`config.mk`:
```
export PLATFORM = sky130hd
export DESIGN_NAME = difc_chain
export DESIGN_NICKNAME = d
export VERILOG_FILES = /design/src/hw/difc_pkg.sv /design/src/hw/difc_pair_buf.sv /design/src/hw/difc_chain.sv
export VERILOG_INCLUDE_DIRS = /design/src /design/src/hw
export SDC_FILE = /design/constraint.sdc
export NUM_CORES = 2
export LEC_CHECK = 0
export BUFFER_PORTS_ARGS = -buffer_cell sky130_fd_sc_hd__clkbuf_2
export CORE_ASPECT_RATIO = 1.2
export CORE_MARGIN = 5
export CORE_UTILIZATION = 50
export DETAILED_ROUTE_END_ITERATION = 16
export PLACE_DENSITY_LB_ADDON = 0.12
export REMOVE_ABC_BUFFERS = 1
export SLEW_MARGIN = 20
export SYNTH_ARGS = -nofsm -noshare
export SYNTH_HDL_FRONTEND = slang
export SYNTH_SLANG_ARGS = --single-unit
export TNS_END_PERCENT = 5
```
`constraint.sdc`:
```
create_clock -name clock -period 20.4 [get_ports clock]
set_input_delay 2.04 -clock clock [delete_from_list [all_inputs] [get_ports clock]]
set_output_delay 2.04 -clock clock [all_outputs]
set_load 0.02 [all_outputs]
```
`src/hw/difc_regs.svh`:
```
`ifndef DIFC_REGS_SVH
`define DIFC_REGS_SVH

// ----------------------------------------------------------------
// Clock and lookahead timing
// ----------------------------------------------------------------
`define DIFC_CLK_MHZ 50
`define DIFC_LOOKAHEAD_NS 100
`define DIFC_LOOKAHEAD_CYC ((`DIFC_LOOKAHEAD_NS * `DIFC_CLK_MHZ) / 1000)
`define DIFC_QUIET_US 100
`define DIFC_QUIET_CYC (`DIFC_QUIET_US * `DIFC_CLK_MHZ)

// ----------------------------------------------------------------
// Widths
// ----------------------------------------------------------------
`define DIFC_ADC_W 14
`define DIFC_ENV_W 12
`define DIFC_GAIN_W 2
`define DIFC_HOLD_W 3
`define DIFC_QCNT_W 16
`define DIFC_GAIN_LAT 4
`define DIFC_IQ_W 18
`define DIFC_BST_W 19
`define DIFC_FIR_W 23
`define DIFC_TAPS 5
`define DIFC_ACC_W 27
`define DIFC_MAG_W 28
`define DIFC_PH_W 3
`define DIFC_SEL_W 8
`define DIFC_VSH_W 4
`define DIFC_OUT_W (2 * `DIFC_MAG_W + `DIFC_PH_W)
`define DIFC_OUT_A_LSB (`DIFC_MAG_W + `DIFC_PH_W)
`define DIFC_OUT_B_LSB `DIFC_PH_W
`define DIFC_BUF_DEPTH 2

// ----------------------------------------------------------------
// Gain control values
// ----------------------------------------------------------------
`define DIFC_GAIN_MIN 2'h0
`define DIFC_GAIN_MAX 2'h3
`define DIFC_GAIN_ONE 2'h1
`define DIFC_ENV_HI 12'hE00
`define DIFC_ENV_LO 12'h600
`define DIFC_DEC_HOLD 3'h5

// ----------------------------------------------------------------
// Filter and decimation values
// ----------------------------------------------------------------
`define DIFC_FIR_SH 4
`define DIFC_FIR_C1 23'h000004
`define DIFC_FIR_C2 23'h000006
`define DIFC_RBW_LAST 8'h9F
`define DIFC_FFT_MIN_LAST 8'h01
`define DIFC_CNT_ONE 8'h01

`endif

```
`src/hw/difc_pkg.sv`:
```
package difc_pkg;
`include "difc_regs.svh"

	typedef logic signed [`DIFC_IQ_W-1:0] difc_iq_t;
	typedef logic signed [`DIFC_BST_W-1:0] difc_bst_t;
	typedef logic signed [`DIFC_FIR_W-1:0] difc_fir_t;
	typedef logic signed [`DIFC_ACC_W-1:0] difc_acc_t;

	typedef struct packed {
		logic [`DIFC_ADC_W-1:0] adc1;
		logic [`DIFC_ADC_W-1:0] adc2;
		logic strb1;
		logic strb2;
		logic strb3;
		logic [`DIFC_ENV_W-1:0] env1;
		logic [`DIFC_ENV_W-1:0] env2;
		logic [`DIFC_GAIN_W-1:0] gain;
		logic [`DIFC_HOLD_W-1:0] hold;
		logic [`DIFC_QCNT_W-1:0] quiet;
		logic [`DIFC_GAIN_LAT-1:0][`DIFC_GAIN_W-1:0] gainHist;
		logic phase;
		logic sign;
		difc_iq_t heldI;
		difc_iq_t prevI;
		difc_iq_t prevQ;
		logic [`DIFC_TAPS-1:0][`DIFC_BST_W-1:0] tapI;
		logic [`DIFC_TAPS-1:0][`DIFC_BST_W-1:0] tapQ;
		logic firEn;
		difc_acc_t accI;
		difc_acc_t accQ;
		logic [`DIFC_SEL_W-1:0] decCnt;
		logic [`DIFC_MAG_W-1:0] video;
		logic pend;
		logic [`DIFC_OUT_W-1:0] word;
		logic overrun;
	} difc_state_t;
endpackage

```
`src/hw/difc_pair_buf.sv`:
```
`timescale 1ns/1ps
module difc_pair_buf #(
	parameter int W = 59,
	parameter int DEPTH = 2
) (
	input wire logic clock,
	input wire logic nrst,
	input wire logic inValid,
	output logic inReady,
	input wire logic [W-1:0] inData,
	output logic outValid,
	input wire logic outReady,
	output logic [W-1:0] outData
);
	localparam int AW = (DEPTH > 1) ? $clog2(DEPTH) : 1;
	localparam logic [AW-1:0] LAST = AW'(DEPTH - 1);
	localparam logic [AW:0] FULL = (AW + 1)'(DEPTH);

	typedef struct packed {
		logic [DEPTH-1:0][W-1:0] mem;
		logic [AW-1:0] wp;
		logic [AW-1:0] rp;
		logic [AW:0] cnt;
	} difc_fifo_t;

	difc_fifo_t s;
	difc_fifo_t n;
	logic push;
	logic pop;

	assign inReady = (s.cnt != FULL);
	assign outValid = (s.cnt != '0);
	assign outData = s.mem[s.rp];
	assign push = inValid & inReady;
	assign pop = outValid & outReady;

	always_comb begin
		n = s;
		if (push) begin
			n.mem[s.wp] = inData;
			n.wp = (s.wp == LAST) ? '0 : s.wp + 1'b1;
		end
		if (pop) begin
			n.rp = (s.rp == LAST) ? '0 : s.rp + 1'b1;
		end
		if (push && !pop) begin
			n.cnt = s.cnt + 1'b1;
		end else if (pop && !push) begin
			n.cnt = s.cnt - 1'b1;
		end
	end

	always_ff @(posedge clock) begin
		if (!nrst) begin
			s <= '0;
		end else begin
			s <= n;
		end
	end
endmodule

```
`src/hw/difc_chain.sv`:
```
`timescale 1ns/1ps
`include "difc_regs.svh"
module difc_chain
	import difc_pkg::*;
#(
	parameter int QUIET_HOLD = `DIFC_QUIET_CYC
) (
	input wire logic clock,
	input wire logic nrst,
	input wire logic [`DIFC_ADC_W-1:0] adcData,
	input wire logic adcStrobe,
	input wire logic [`DIFC_ENV_W-1:0] autorangeEnv,
	input wire logic autorangeEnable,
	input wire logic sweptMode,
	input wire logic [`DIFC_SEL_W-1:0] resolutionBandwidthSel,
	input wire logic [`DIFC_VSH_W-1:0] videoSmoothingBandwidthShift,
	output logic [`DIFC_GAIN_W-1:0] analogGain,
	output logic outValid,
	input wire logic outReady,
	output logic [`DIFC_MAG_W-1:0] outA,
	output logic [`DIFC_MAG_W-1:0] outB,
	output logic [`DIFC_PH_W-1:0] outPhase,
	output logic overrun
);
	localparam logic [`DIFC_QCNT_W-1:0] QUIET_LAST =
		`DIFC_QCNT_W'(QUIET_HOLD - 1);

	difc_state_t s;
	difc_state_t n;
	logic sampleEn;
	logic pairEn;
	logic dump;
	logic bufReady;
	logic [`DIFC_OUT_W-1:0] bufData;
	logic [`DIFC_GAIN_W-1:0] appliedGain;
	logic [`DIFC_SEL_W-1:0] selClamp;
	logic [`DIFC_SEL_W-1:0] lastCnt;
	logic signed [`DIFC_ADC_W+2:0] comp;
	difc_iq_t iNow;
	difc_iq_t qNow;
	difc_bst_t boostI;
	difc_bst_t boostQ;
	difc_fir_t firI;
	difc_fir_t firQ;
	difc_acc_t accNewI;
	difc_acc_t accNewQ;
	logic [`DIFC_ACC_W-1:0] absI;
	logic [`DIFC_ACC_W-1:0] absQ;
	logic [`DIFC_MAG_W-1:0] mag;
	logic signed [`DIFC_MAG_W:0] vDiff;
	logic signed [`DIFC_MAG_W:0] vSum;

	function automatic difc_fir_t fir5(
		input logic [`DIFC_TAPS-1:0][`DIFC_BST_W-1:0] t
	);
		difc_fir_t e0;
		difc_fir_t e1;
		difc_fir_t e2;
		difc_fir_t e3;
		difc_fir_t e4;
		e0 = `DIFC_FIR_W'($signed(t[0]));
		e1 = `DIFC_FIR_W'($signed(t[1]));
		e2 = `DIFC_FIR_W'($signed(t[2]));
		e3 = `DIFC_FIR_W'($signed(t[3]));
		e4 = `DIFC_FIR_W'($signed(t[4]));
		// Binomial taps: symmetric, so linear phase
		fir5 = e0 + e4 + `DIFC_FIR_C1 * (e1 + e3) + `DIFC_FIR_C2 * e2;
	endfunction

	// ----------------------------------------------------------------
	// Output buffer
	// ----------------------------------------------------------------
	difc_pair_buf #(
		.W(`DIFC_OUT_W),
		.DEPTH(`DIFC_BUF_DEPTH)
	) u_buf (
		.clock(clock),
		.nrst(nrst),
		.inValid(s.pend),
		.inReady(bufReady),
		.inData(s.word),
		.outValid(outValid),
		.outReady(outReady),
		.outData(bufData)
	);

	assign outA = bufData[`DIFC_OUT_A_LSB +: `DIFC_MAG_W];
	assign outB = bufData[`DIFC_OUT_B_LSB +: `DIFC_MAG_W];
	assign outPhase = bufData[`DIFC_PH_W-1:0];
	assign analogGain = s.gain;
	assign overrun = s.overrun;
	assign sampleEn = s.strb2 & ~s.strb3;
	assign pairEn = sampleEn & s.phase;
	assign appliedGain = s.gainHist[`DIFC_GAIN_LAT-1];

	// ----------------------------------------------------------------
	// Datapath and control
	// ----------------------------------------------------------------
	always_comb begin
		n = s;
		n.adc1 = adcData;
		n.adc2 = s.adc1;
		n.strb1 = adcStrobe;
		n.strb2 = s.strb1;
		n.strb3 = s.strb2;
		n.env1 = autorangeEnv;
		n.env2 = s.env1;

		// Autorange, decided every clock from the early detector
		if (!autorangeEnable) begin
			n.gain = `DIFC_GAIN_MIN;
			n.hold = '0;
			n.quiet = '0;
		end else if (s.env2 > `DIFC_ENV_HI) begin
			n.quiet = '0;
			if (s.hold != '0) begin
				n.hold = s.hold - 1'b1;
			end else if (s.gain != `DIFC_GAIN_MIN) begin
				n.gain = s.gain - `DIFC_GAIN_ONE;
				n.hold = `DIFC_DEC_HOLD;
			end
		end else begin
			if (s.hold != '0) begin
				n.hold = s.hold - 1'b1;
			end
			if (s.env2 >= `DIFC_ENV_LO) begin
				n.quiet = '0;
			end else if (s.quiet >= QUIET_LAST) begin
				n.quiet = '0;
				if (s.gain != `DIFC_GAIN_MAX) begin
					n.gain = s.gain + `DIFC_GAIN_ONE;
				end
			end else begin
				n.quiet = s.quiet + 1'b1;
			end
		end

		// Digital gain opposite to the delayed analog gain
		comp = $signed({{3{s.adc2[`DIFC_ADC_W-1]}}, s.adc2})
			<<< (`DIFC_GAIN_MAX - appliedGain);

		// fs/4 downmix: I from even samples, Q from odd
		iNow = s.sign ? -s.heldI : s.heldI;
		qNow = s.sign ? `DIFC_IQ_W'(comp) : -`DIFC_IQ_W'(comp);

		// Inverse single-pole boost: 2x[n] - x[n-1]
		boostI = (`DIFC_BST_W'(iNow) <<< 1) - `DIFC_BST_W'(s.prevI);
		boostQ = (`DIFC_BST_W'(qNow) <<< 1) - `DIFC_BST_W'(s.prevQ);

		if (sampleEn) begin
			n.gainHist = {s.gainHist[`DIFC_GAIN_LAT-2:0], s.gain};
			n.phase = ~s.phase;
			if (!s.phase) begin
				n.heldI = `DIFC_IQ_W'(comp);
			end else begin
				n.sign = ~s.sign;
				n.prevI = iNow;
				n.prevQ = qNow;
				n.tapI = {s.tapI[`DIFC_TAPS-2:0], boostI};
				n.tapQ = {s.tapQ[`DIFC_TAPS-2:0], boostQ};
			end
		end
		n.firEn = pairEn;

		// Gaussian-like response: binomial FIR then boxcar
		firI = fir5(s.tapI) >>> `DIFC_FIR_SH;
		firQ = fir5(s.tapQ) >>> `DIFC_FIR_SH;
		accNewI = s.accI + `DIFC_ACC_W'(firI);
		accNewQ = s.accQ + `DIFC_ACC_W'(firQ);

		// 160 bandwidths from the decimation length
		selClamp = (resolutionBandwidthSel > `DIFC_RBW_LAST) ?
			`DIFC_RBW_LAST : resolutionBandwidthSel;
		// FFT mode decimates at least by two: 7.5 MHz span
		lastCnt = (!sweptMode && selClamp < `DIFC_FFT_MIN_LAST) ?
			`DIFC_FFT_MIN_LAST : selClamp;
		dump = s.firEn && (s.decCnt == lastCnt);

		// Magnitude and octant phase
		absI = accNewI[`DIFC_ACC_W-1] ? `DIFC_ACC_W'(-accNewI) : accNewI;
		absQ = accNewQ[`DIFC_ACC_W-1] ? `DIFC_ACC_W'(-accNewQ) : accNewQ;
		if (absI >= absQ) begin
			mag = {1'b0, absI} + {2'b00, absQ[`DIFC_ACC_W-1:1]};
		end else begin
			mag = {1'b0, absQ} + {2'b00, absI[`DIFC_ACC_W-1:1]};
		end

		// Video smoothing, one-pole toward the magnitude
		vDiff = $signed({1'b0, mag}) - $signed({1'b0, s.video});
		vSum = $signed({1'b0, s.video})
			+ (vDiff >>> videoSmoothingBandwidthShift);

		if (s.pend && bufReady) begin
			n.pend = 1'b0;
		end
		if (s.firEn) begin
			if (dump) begin
				n.accI = '0;
				n.accQ = '0;
				n.decCnt = '0;
				if (sweptMode) begin
					n.video = vSum[`DIFC_MAG_W-1:0];
				end
				if (!s.pend || bufReady) begin
					n.pend = 1'b1;
					if (sweptMode) begin
						n.word = {vSum[`DIFC_MAG_W-1:0], mag,
							accNewI[`DIFC_ACC_W-1],
							accNewQ[`DIFC_ACC_W-1],
							absQ > absI};
					end else begin
						n.word = {`DIFC_MAG_W'(accNewI),
							`DIFC_MAG_W'(accNewQ),
							`DIFC_PH_W'(0)};
					end
				end else begin
					n.overrun = 1'b1;
				end
			end else begin
				n.accI = accNewI;
				n.accQ = accNewQ;
				n.decCnt = s.decCnt + `DIFC_CNT_ONE;
			end
		end
	end

	always_ff @(posedge clock) begin
		if (!nrst) begin
			s <= '0;
		end else begin
			s <= n;
		end
	end
endmodule

```
Word-level counts from Yosys, hierarchy flattened
Index checks and enable logic that the tools add are counted.
Widths: inputs -> output; s select.

cells by class
  $add $sub $neg = 30
  multipliers = 2
  $lt $le $gt $ge = 10
  eq/ne operators = 6
  shifts and indexed selects = 2
  muxes and demuxes = 33
  bitwise gates (word level) = 10
  reduce and logical (&&, ||, !) cells = 28

operators with widths
  cell                   count
  $mux 59                4
  $mux 61                2
  $bwmux 118             1
  $add 19x19->20         4
  $mux 62                1
  $mux 60                1
  $demux 59 s1           1
  $add 27x26->28         2
  $add 27x19->27         2
  $mux 27                2
  $neg 27->27            2
  $add 20x22->23         2
  $add 23x23->23         2
  $mul 2x23->22 const A  2
  $sub 19x18->19         2
  $mux 18                2
  $neg 17->18            2
  $mux 16                2
  $sshr 29x4->28         1
  $sub 28x28->29         1
  $add 28x28->28         1
  $mux 28                1
  $ge 27x27->1           1
  $gt 27x27->1           1
  35 further kinds       79

word-level totals
  register bits after elaboration = 603
  input bits = 44
  output and inout port bits = 63
  logic and storage cells = 163

Depth between registers and ports, before layout
  depth after elaboration = 15
  depth in mapped cells = 98
  depth with buffers taken out = 96

By module
A second synthesis with hierarchy kept.

second synthesis, totals
  cell total of the unflattened synthesis = 5098
  area total of the unflattened synthesis = 41892.7 µm²

by module, submodules not included
  module         times used  cells an instance  area each (µm²)  seq. area each (µm²)
  difc_chain     1           4564               36581.3          9629.2
  difc_pair_buf  1           534                5311.3           2442.3

Worst setup path before layout
Ideal clock, no wire load.

  path type = reg2reg
  start = register s[266] in the netlist's numbering
  end = register s[56] in the netlist's numbering
  setup time = 0.086 ns
  arrival = 17.017 ns
  data required time = 20.314 ns
  slack = 3.297 ns
  stages on the path, launching flop included = 96
  clock period less this slack = 17.103 ns
  cells stage by stage = dfxtp_1 ha_1 fa_1 a21o_1 a21oi_1 o21bai_1 a21oi_1 o21bai_1 a21oi_1 o21bai_1 a21oi_1 o21bai_1 a21oi_1 o21bai_1 a21oi_1 o21bai_1 a21oi_1 o21ai_0 (+60 left out) ha_1 nor2b_1 o21ai_0 a21boi_0 o21ai_0 a21boi_0 o21ai_0 a21oi_1 o21ai_0 a21oi_1 a211oi_1 o31ai_1 o41ai_1 o21bai_1 a21oi_1 xnor2_1 mux2i_1 a211oi_1

on the way
  word-level cells in the longest chain between the ends = 12
  elaborated cells on any way between the ends = 14
  classes of those cells = add/sub: 9; order compare: 1; shift: 1; mux: 3

ends and longest elaborated chain
  item                                    RTL line           text
  from (decl)                             difc_chain.sv:28   difc_state_t s;
  from (signal assigned)                  difc_chain.sv:231  s <= n;
  $add 19x19->20 (*)                      difc_chain.sv:67   fir5 = e0 + e4 + `DIFC_FIR_C1 * (e1 + e3) + `DIFC_FIR_C2 * e2;
  $add 20x22->23 (*)                      difc_chain.sv:67
  $add 23x23->23 (*)                      difc_chain.sv:67
  $add 27x19->27 (*)                      difc_chain.sv:168  accNewI = s.accI + `DIFC_ACC_W'(firI);
  $neg 27->27                             difc_chain.sv:180  absI = accNewI[`DIFC_ACC_W-1] ? `DIFC_ACC_W'(-accNewI) : accNewI;
  $mux 27                                 difc_chain.sv:180
  $add 27x26->28 (tied with other cells)  difc_chain.sv:185  mag = {1'b0, absQ} + {2'b00, absI[`DIFC_ACC_W-1:1]};
  $mux 28                                 difc_chain.sv:182  if (absI >= absQ) begin
  $sub 28x28->29                          difc_chain.sv:189  vDiff = $signed({1'b0, mag}) - $signed({1'b0, s.video});
  $sshr 29x4->28                          difc_chain.sv:191  + (vDiff >>> videoSmoothingBandwidthShift);
  $add 28x28->28                          difc_chain.sv:191
  $mux 59 (*)                             difc_chain.sv:206  if (sweptMode) begin

Mark *: on every way between the ends. The rest lies on a longest branch, timed or not.
A chain may end at the register's enable or synchronous reset.

Worst setup path in the final report
  start = register s[171] in the netlist's numbering
  end = register s[56] in the netlist's numbering

on the way
  word-level cells in the longest chain between the ends = 12
  elaborated cells on any way between the ends = 14
  classes of those cells = add/sub: 9; order compare: 1; shift: 1; mux: 3

ends and longest elaborated chain
  item                                    RTL line           text
  $add 19x19->20 (*)                      difc_chain.sv:67
  $add 20x22->23 (*)                      difc_chain.sv:67
  $add 23x23->23 (*)                      difc_chain.sv:67
  $add 27x19->27 (*)                      difc_chain.sv:169  accNewQ = s.accQ + `DIFC_ACC_W'(firQ);
  $neg 27->27                             difc_chain.sv:181  absQ = accNewQ[`DIFC_ACC_W-1] ? `DIFC_ACC_W'(-accNewQ) : accNewQ;
  $mux 27 (*)                             difc_chain.sv:181
  $add 27x26->28 (tied with other cells)  difc_chain.sv:185
  $mux 28 (*)                             difc_chain.sv:182
  $sub 28x28->29 (*)                      difc_chain.sv:189
  $sshr 29x4->28 (*)                      difc_chain.sv:191
  $add 28x28->28 (*)                      difc_chain.sv:191
  $mux 59 (*)                             difc_chain.sv:206

Marks and branches as above.

==> summary.md <==
| Metric | Value |
|---|---|
| Signed area change from the synthesized netlist to the final layout | `9.29%` |
| GRT Resource Usage Total | `23.7%` |
| CP top delay family | `compound AO/OA/AOI/OAI gates` |
| Number of buffers created by CTS | `68` |
| Detailed Route WL | `108000 microns` |
| Top-area cell type share of the netlist area | `29.1%` |
| Cell internal pwr | `2080 uW` |
| Final clock skew | `35.5 ps` |
| Post-Route Hold Slack | `429 ps` |
| Max Freq | `53.4 MHz` |
| HPWL after detailed placement | `82200 microns` |
| Final critical-path required period | `18730 ps` |
| Number of buffers and inverters on the critical path | `5` |
| Count of buffers from port buffering | `106` |
| Commonest register cell after synthesis | `dfxtp_1` |
| DR iter-0 viols | `1809` |
| Relative max-transition margin | `26.6%` |
| Overall die width | `273 microns` |
| Final ANT Viol Nets | `0` |
| Ratio of final minimum period to clock period | `91.8%` |
| Cell types with the largest area share after synthesis | `dfxtp_1, ha_1, a21oi_1` |
| Mean Syn Cell Area | `8.15 sq um` |
| Starting density of the core | `50.5%` |
| Status | `finished, final reports clean` |
| Cell count after synthesis | `5096` |
| H-tree lvl count | `3` |
| Net switching power figure | `787 uW` |
| First-pass GRT wire length | `175000 microns` |
| Synth async-reset ratio | `0%` |
| Kind of path behind the tightest hold check | `reg -> reg` |
| Clock-pin slew reported for the worst setup and hold paths after clock tree synthesis | `60 ps` |
| Clock tree root driver cell | `clkbuf_16` |
| Total via count in the routed design | `34900` |
| Clock insertion delay at the later pin of the skew report | `640 ps` |
| Instance area at placement | `42900 sq um` |
| Maximum fanout along the worst path | `8` |
| Grt total ovfl | `0` |
| Wire per inst | `17.3 microns` |
| Arrival time of the worst setup path | `19270 ps` |
| Part of the total power dissipated in sequential elements | `41.6%` |
| Cell leakage power | `0.0190 uW` |
| Worst slew pin tran | `1090 ps` |
| Number of global-route vias before repair | `33500` |
| Share of power burned in combinational logic | `15.1%` |
| Initial DRT Pass Iterations | `7` |
| Pre-CTS setup slack | `709 ps` |
| Maximum resistive drop on vdd | `0.0000659 V` |
| Number of warnings reported in the yosys synthesis log | `0` |
| Sequential element share of the synthesized area | `29.1%` |
| Clock power share | `43.4%` |
| Cell area after layout | `45400 sq um` |
| Number of top-level design ports | `107` |
| Floorplan row count | `115` |
| Final Instance Count excl. Fillers | `6254` |
| Slowest stage delay, CP | `580 ps` |
| Worst setup path class | `reg -> reg` |
| Number of antenna violations at the first check in global routing | `1` |
| Core ar. | `82200 sq um` |
| Final Max Slew Viols | `0` |
| Setup tns final | `0 ps` |
| Cell repeated most along the worst path | `a21oi_1` |
| Pin count of the biggest net entering global routing | `227` |
| Count of placed standard cells including taps | `6125` |
| Total of flip-flops plus latches after synthesis | `603` |
| Fin nets | `5567` |
| Die outline area | `88900 sq um` |
| Total of endpoints with negative setup slack in the final report | `0` |
| Drt drc | `0` |
| Clock buffer depth | `3` |
| Library cell with the largest summed area after synthesis | `dfxtp_1` |
| Cell area after synthesis | `41500 sq um` |
| TritonCTS clock tree | `yes` |
| Global placer's final weighted congestion | `0.961` |
| Worst Slack Setup Final | `1670 ps` |
| Critical-path top delay cell | `a211oi_1` |
| Power density over the cells | `63.1 nW/um^2` |
| Post-CTS Hold Buffers | `0` |
| Kind of start point of the critical path | `flip-flop` |
| Ratio of routed vias to standard cells | `5.58` |
| Number of hold violations in the final report | `0` |
| Die boundary height | `326 microns` |
| Sw Ratio | `27.5%` |
| Worst endpoint required time | `20940 ps` |
| Number of enable flip-flop cells after synthesis | `0` |
| # fillers | `7778` |
| Maximum capacitance violations | `0` |
| Endpoint type of the worst setup path | `flip-flop` |
| Count of unique library cells instantiated by Yosys | `117` |
| Sinks on the clock net | `603` |
| Share of final-layout standard cells stronger than drive strength 1 | `8.50%` |
-- per-stage QoR --
step / power (uW) / utilization [%]
floorplan: 1520 / -
global placement: 1640 / 52.3
detailed placement: 1640 / 52.3
CTS: 2900 / 55.0
global route: 2990 / 55.2
finish: 2860 / 55.2
-- cell usage in the layout (no fill, tap or decap), types with 19 or more instances in the layout --
cell type	instances
a211oi_1	48
mux2i_1	103
o31ai_1	47
nor2_1	358
nor3_1	74
dfxtp_1	602
a21boi_0	41
ha_1	332
xor2_1	98
a21oi_1	477
inv_1	409
clkbuf_2	104
a21o_1	57
and2_1	78
nand2_1	609
nor2b_1	46
or3_1	37
o21a_1	24
mux2_2	81
xnor2_1	239
clkbuf_16	70
o211ai_1	20
a22oi_1	19
fa_1	94
o21ai_1	26
nand2b_1	49
o21bai_1	40
nand4_1	23
nand3_1	104
o21ai_0	271
a31oi_1	22
a22o_1	156
and3_1	21
buf_4	57
-- path summary, 6_finish.rpt --
path / startpoint / end / slack, ps / cells past startpoint
worst min-delay path: n[459]$_SDFF_PN0_ / s[459]$_SDFF_PN0_ / 430 / 1
worst max register to register: s[171]$_SDFFE_PN0P_ / s[56]$_SDFFE_PN0P_ / 1670 / 84
worst min register to register: n[459]$_SDFF_PN0_ / s[459]$_SDFF_PN0_ / 430 / 1
worst max-delay path: s[171]$_SDFFE_PN0P_ / s[56]$_SDFFE_PN0P_ / 1670 / 84
-- cell usage after synthesis, drive strengths merged (9+ instances only) --
| master | count |
|---|---|
| a22oi | 19 |
| clkbuf | 190 |
| and2 | 78 |
| o31ai | 47 |
| o211ai | 20 |
| a31o | 12 |
| a22o | 156 |
| o21ai | 298 |
| xor2 | 98 |
| ha | 332 |
| nor3 | 76 |
| nor2 | 360 |
| nand3 | 105 |
| and3 | 22 |
| o21bai | 40 |
| mux2 | 83 |
| buf | 43 |
| a211o | 12 |
| nor4 | 16 |
| a21boi | 41 |
| o21a | 24 |
| or3 | 37 |
| nor3b | 12 |
| nand4 | 23 |
| a311oi | 13 |
| nor2b | 47 |
| a31oi | 23 |
| mux2i | 104 |
| a221oi | 9 |
| a21oi | 482 |
| inv | 413 |
| a21o | 57 |
| nand2 | 613 |
| dfxtp | 603 |
| a211oi | 49 |
| xnor2 | 246 |
| nand2b | 49 |
| fa | 94 |
| a2111oi | 9 |
| or2 | 13 |
-- sequential cells by signal, indices dropped and copies added, names as in the netlist --
register / flops
s: 448
analogGain: 2
u_buf.s: 122
n: 28
overrun: 1
appliedGain: 2
-- worst register-to-register path: cells and delay by family (launching register included) --
family / cells / cell delay [ps]
flops: 1 / 330
simple gates: 10 / 1750
xor+xnor: 5 / 1310
mux: 4 / 780
buf+inv: 5 / 480
compound gates: 48 / 9790
fa+ha+maj: 12 / 4210
-- area by class of cell --
type | instances | area, sq um | share of cell area, %
antenna | 1 | 2.50 | 0.00551
clock buffer | 89 | 1890 | 4.17
sequential | 603 | 12100 | 26.6
inverter | 414 | 1570 | 3.45
clock inverter | 26 | 359 | 0.791
timing repair buffer | 162 | 968 | 2.13
multi-input combinational | 3848 | 27100 | 59.8
tap | 1111 | 1390 | 3.06
-- kinds of logic after synthesis --
family          synth area share [%]
compound gates                  21.4
fa+ha+maj                       14.6
simple gates                    16.5
mux                             5.09
xor+xnor                        7.33
other cells                  0.00903
flops                           29.1
buf+inv                         5.94
-- per-layer routing --
| layer | track usage, % | routed length, microns |
|---|---|---|
| met1 | 28.5 | 46300 |
| met2 | 41.2 | 51400 |
| met3 | 3.19 | 4190 |
| met4 | 12.4 | 6530 |
| met5 | 0 | 0 |
-- timing repair --
item | CTS | global route
resized for setup | 0 | 12
buffers inserted | 0 | 13
setup endpoints to repair | 0 | 27
-- power groups by stage --
stage / clock, uW / combinational [uW] / sequential [uW]
final: 1240 / 431 / 1190
after detailed placement: 0 / 424 / 1220
after global placement: 0 / 421 / 1220
after global routing: 1330 / 471 / 1190
after floorplan: 0 / 307 / 1220
after CTS: 1280 / 427 / 1190
No activity file was read; power rests on OpenSTA's default activity.
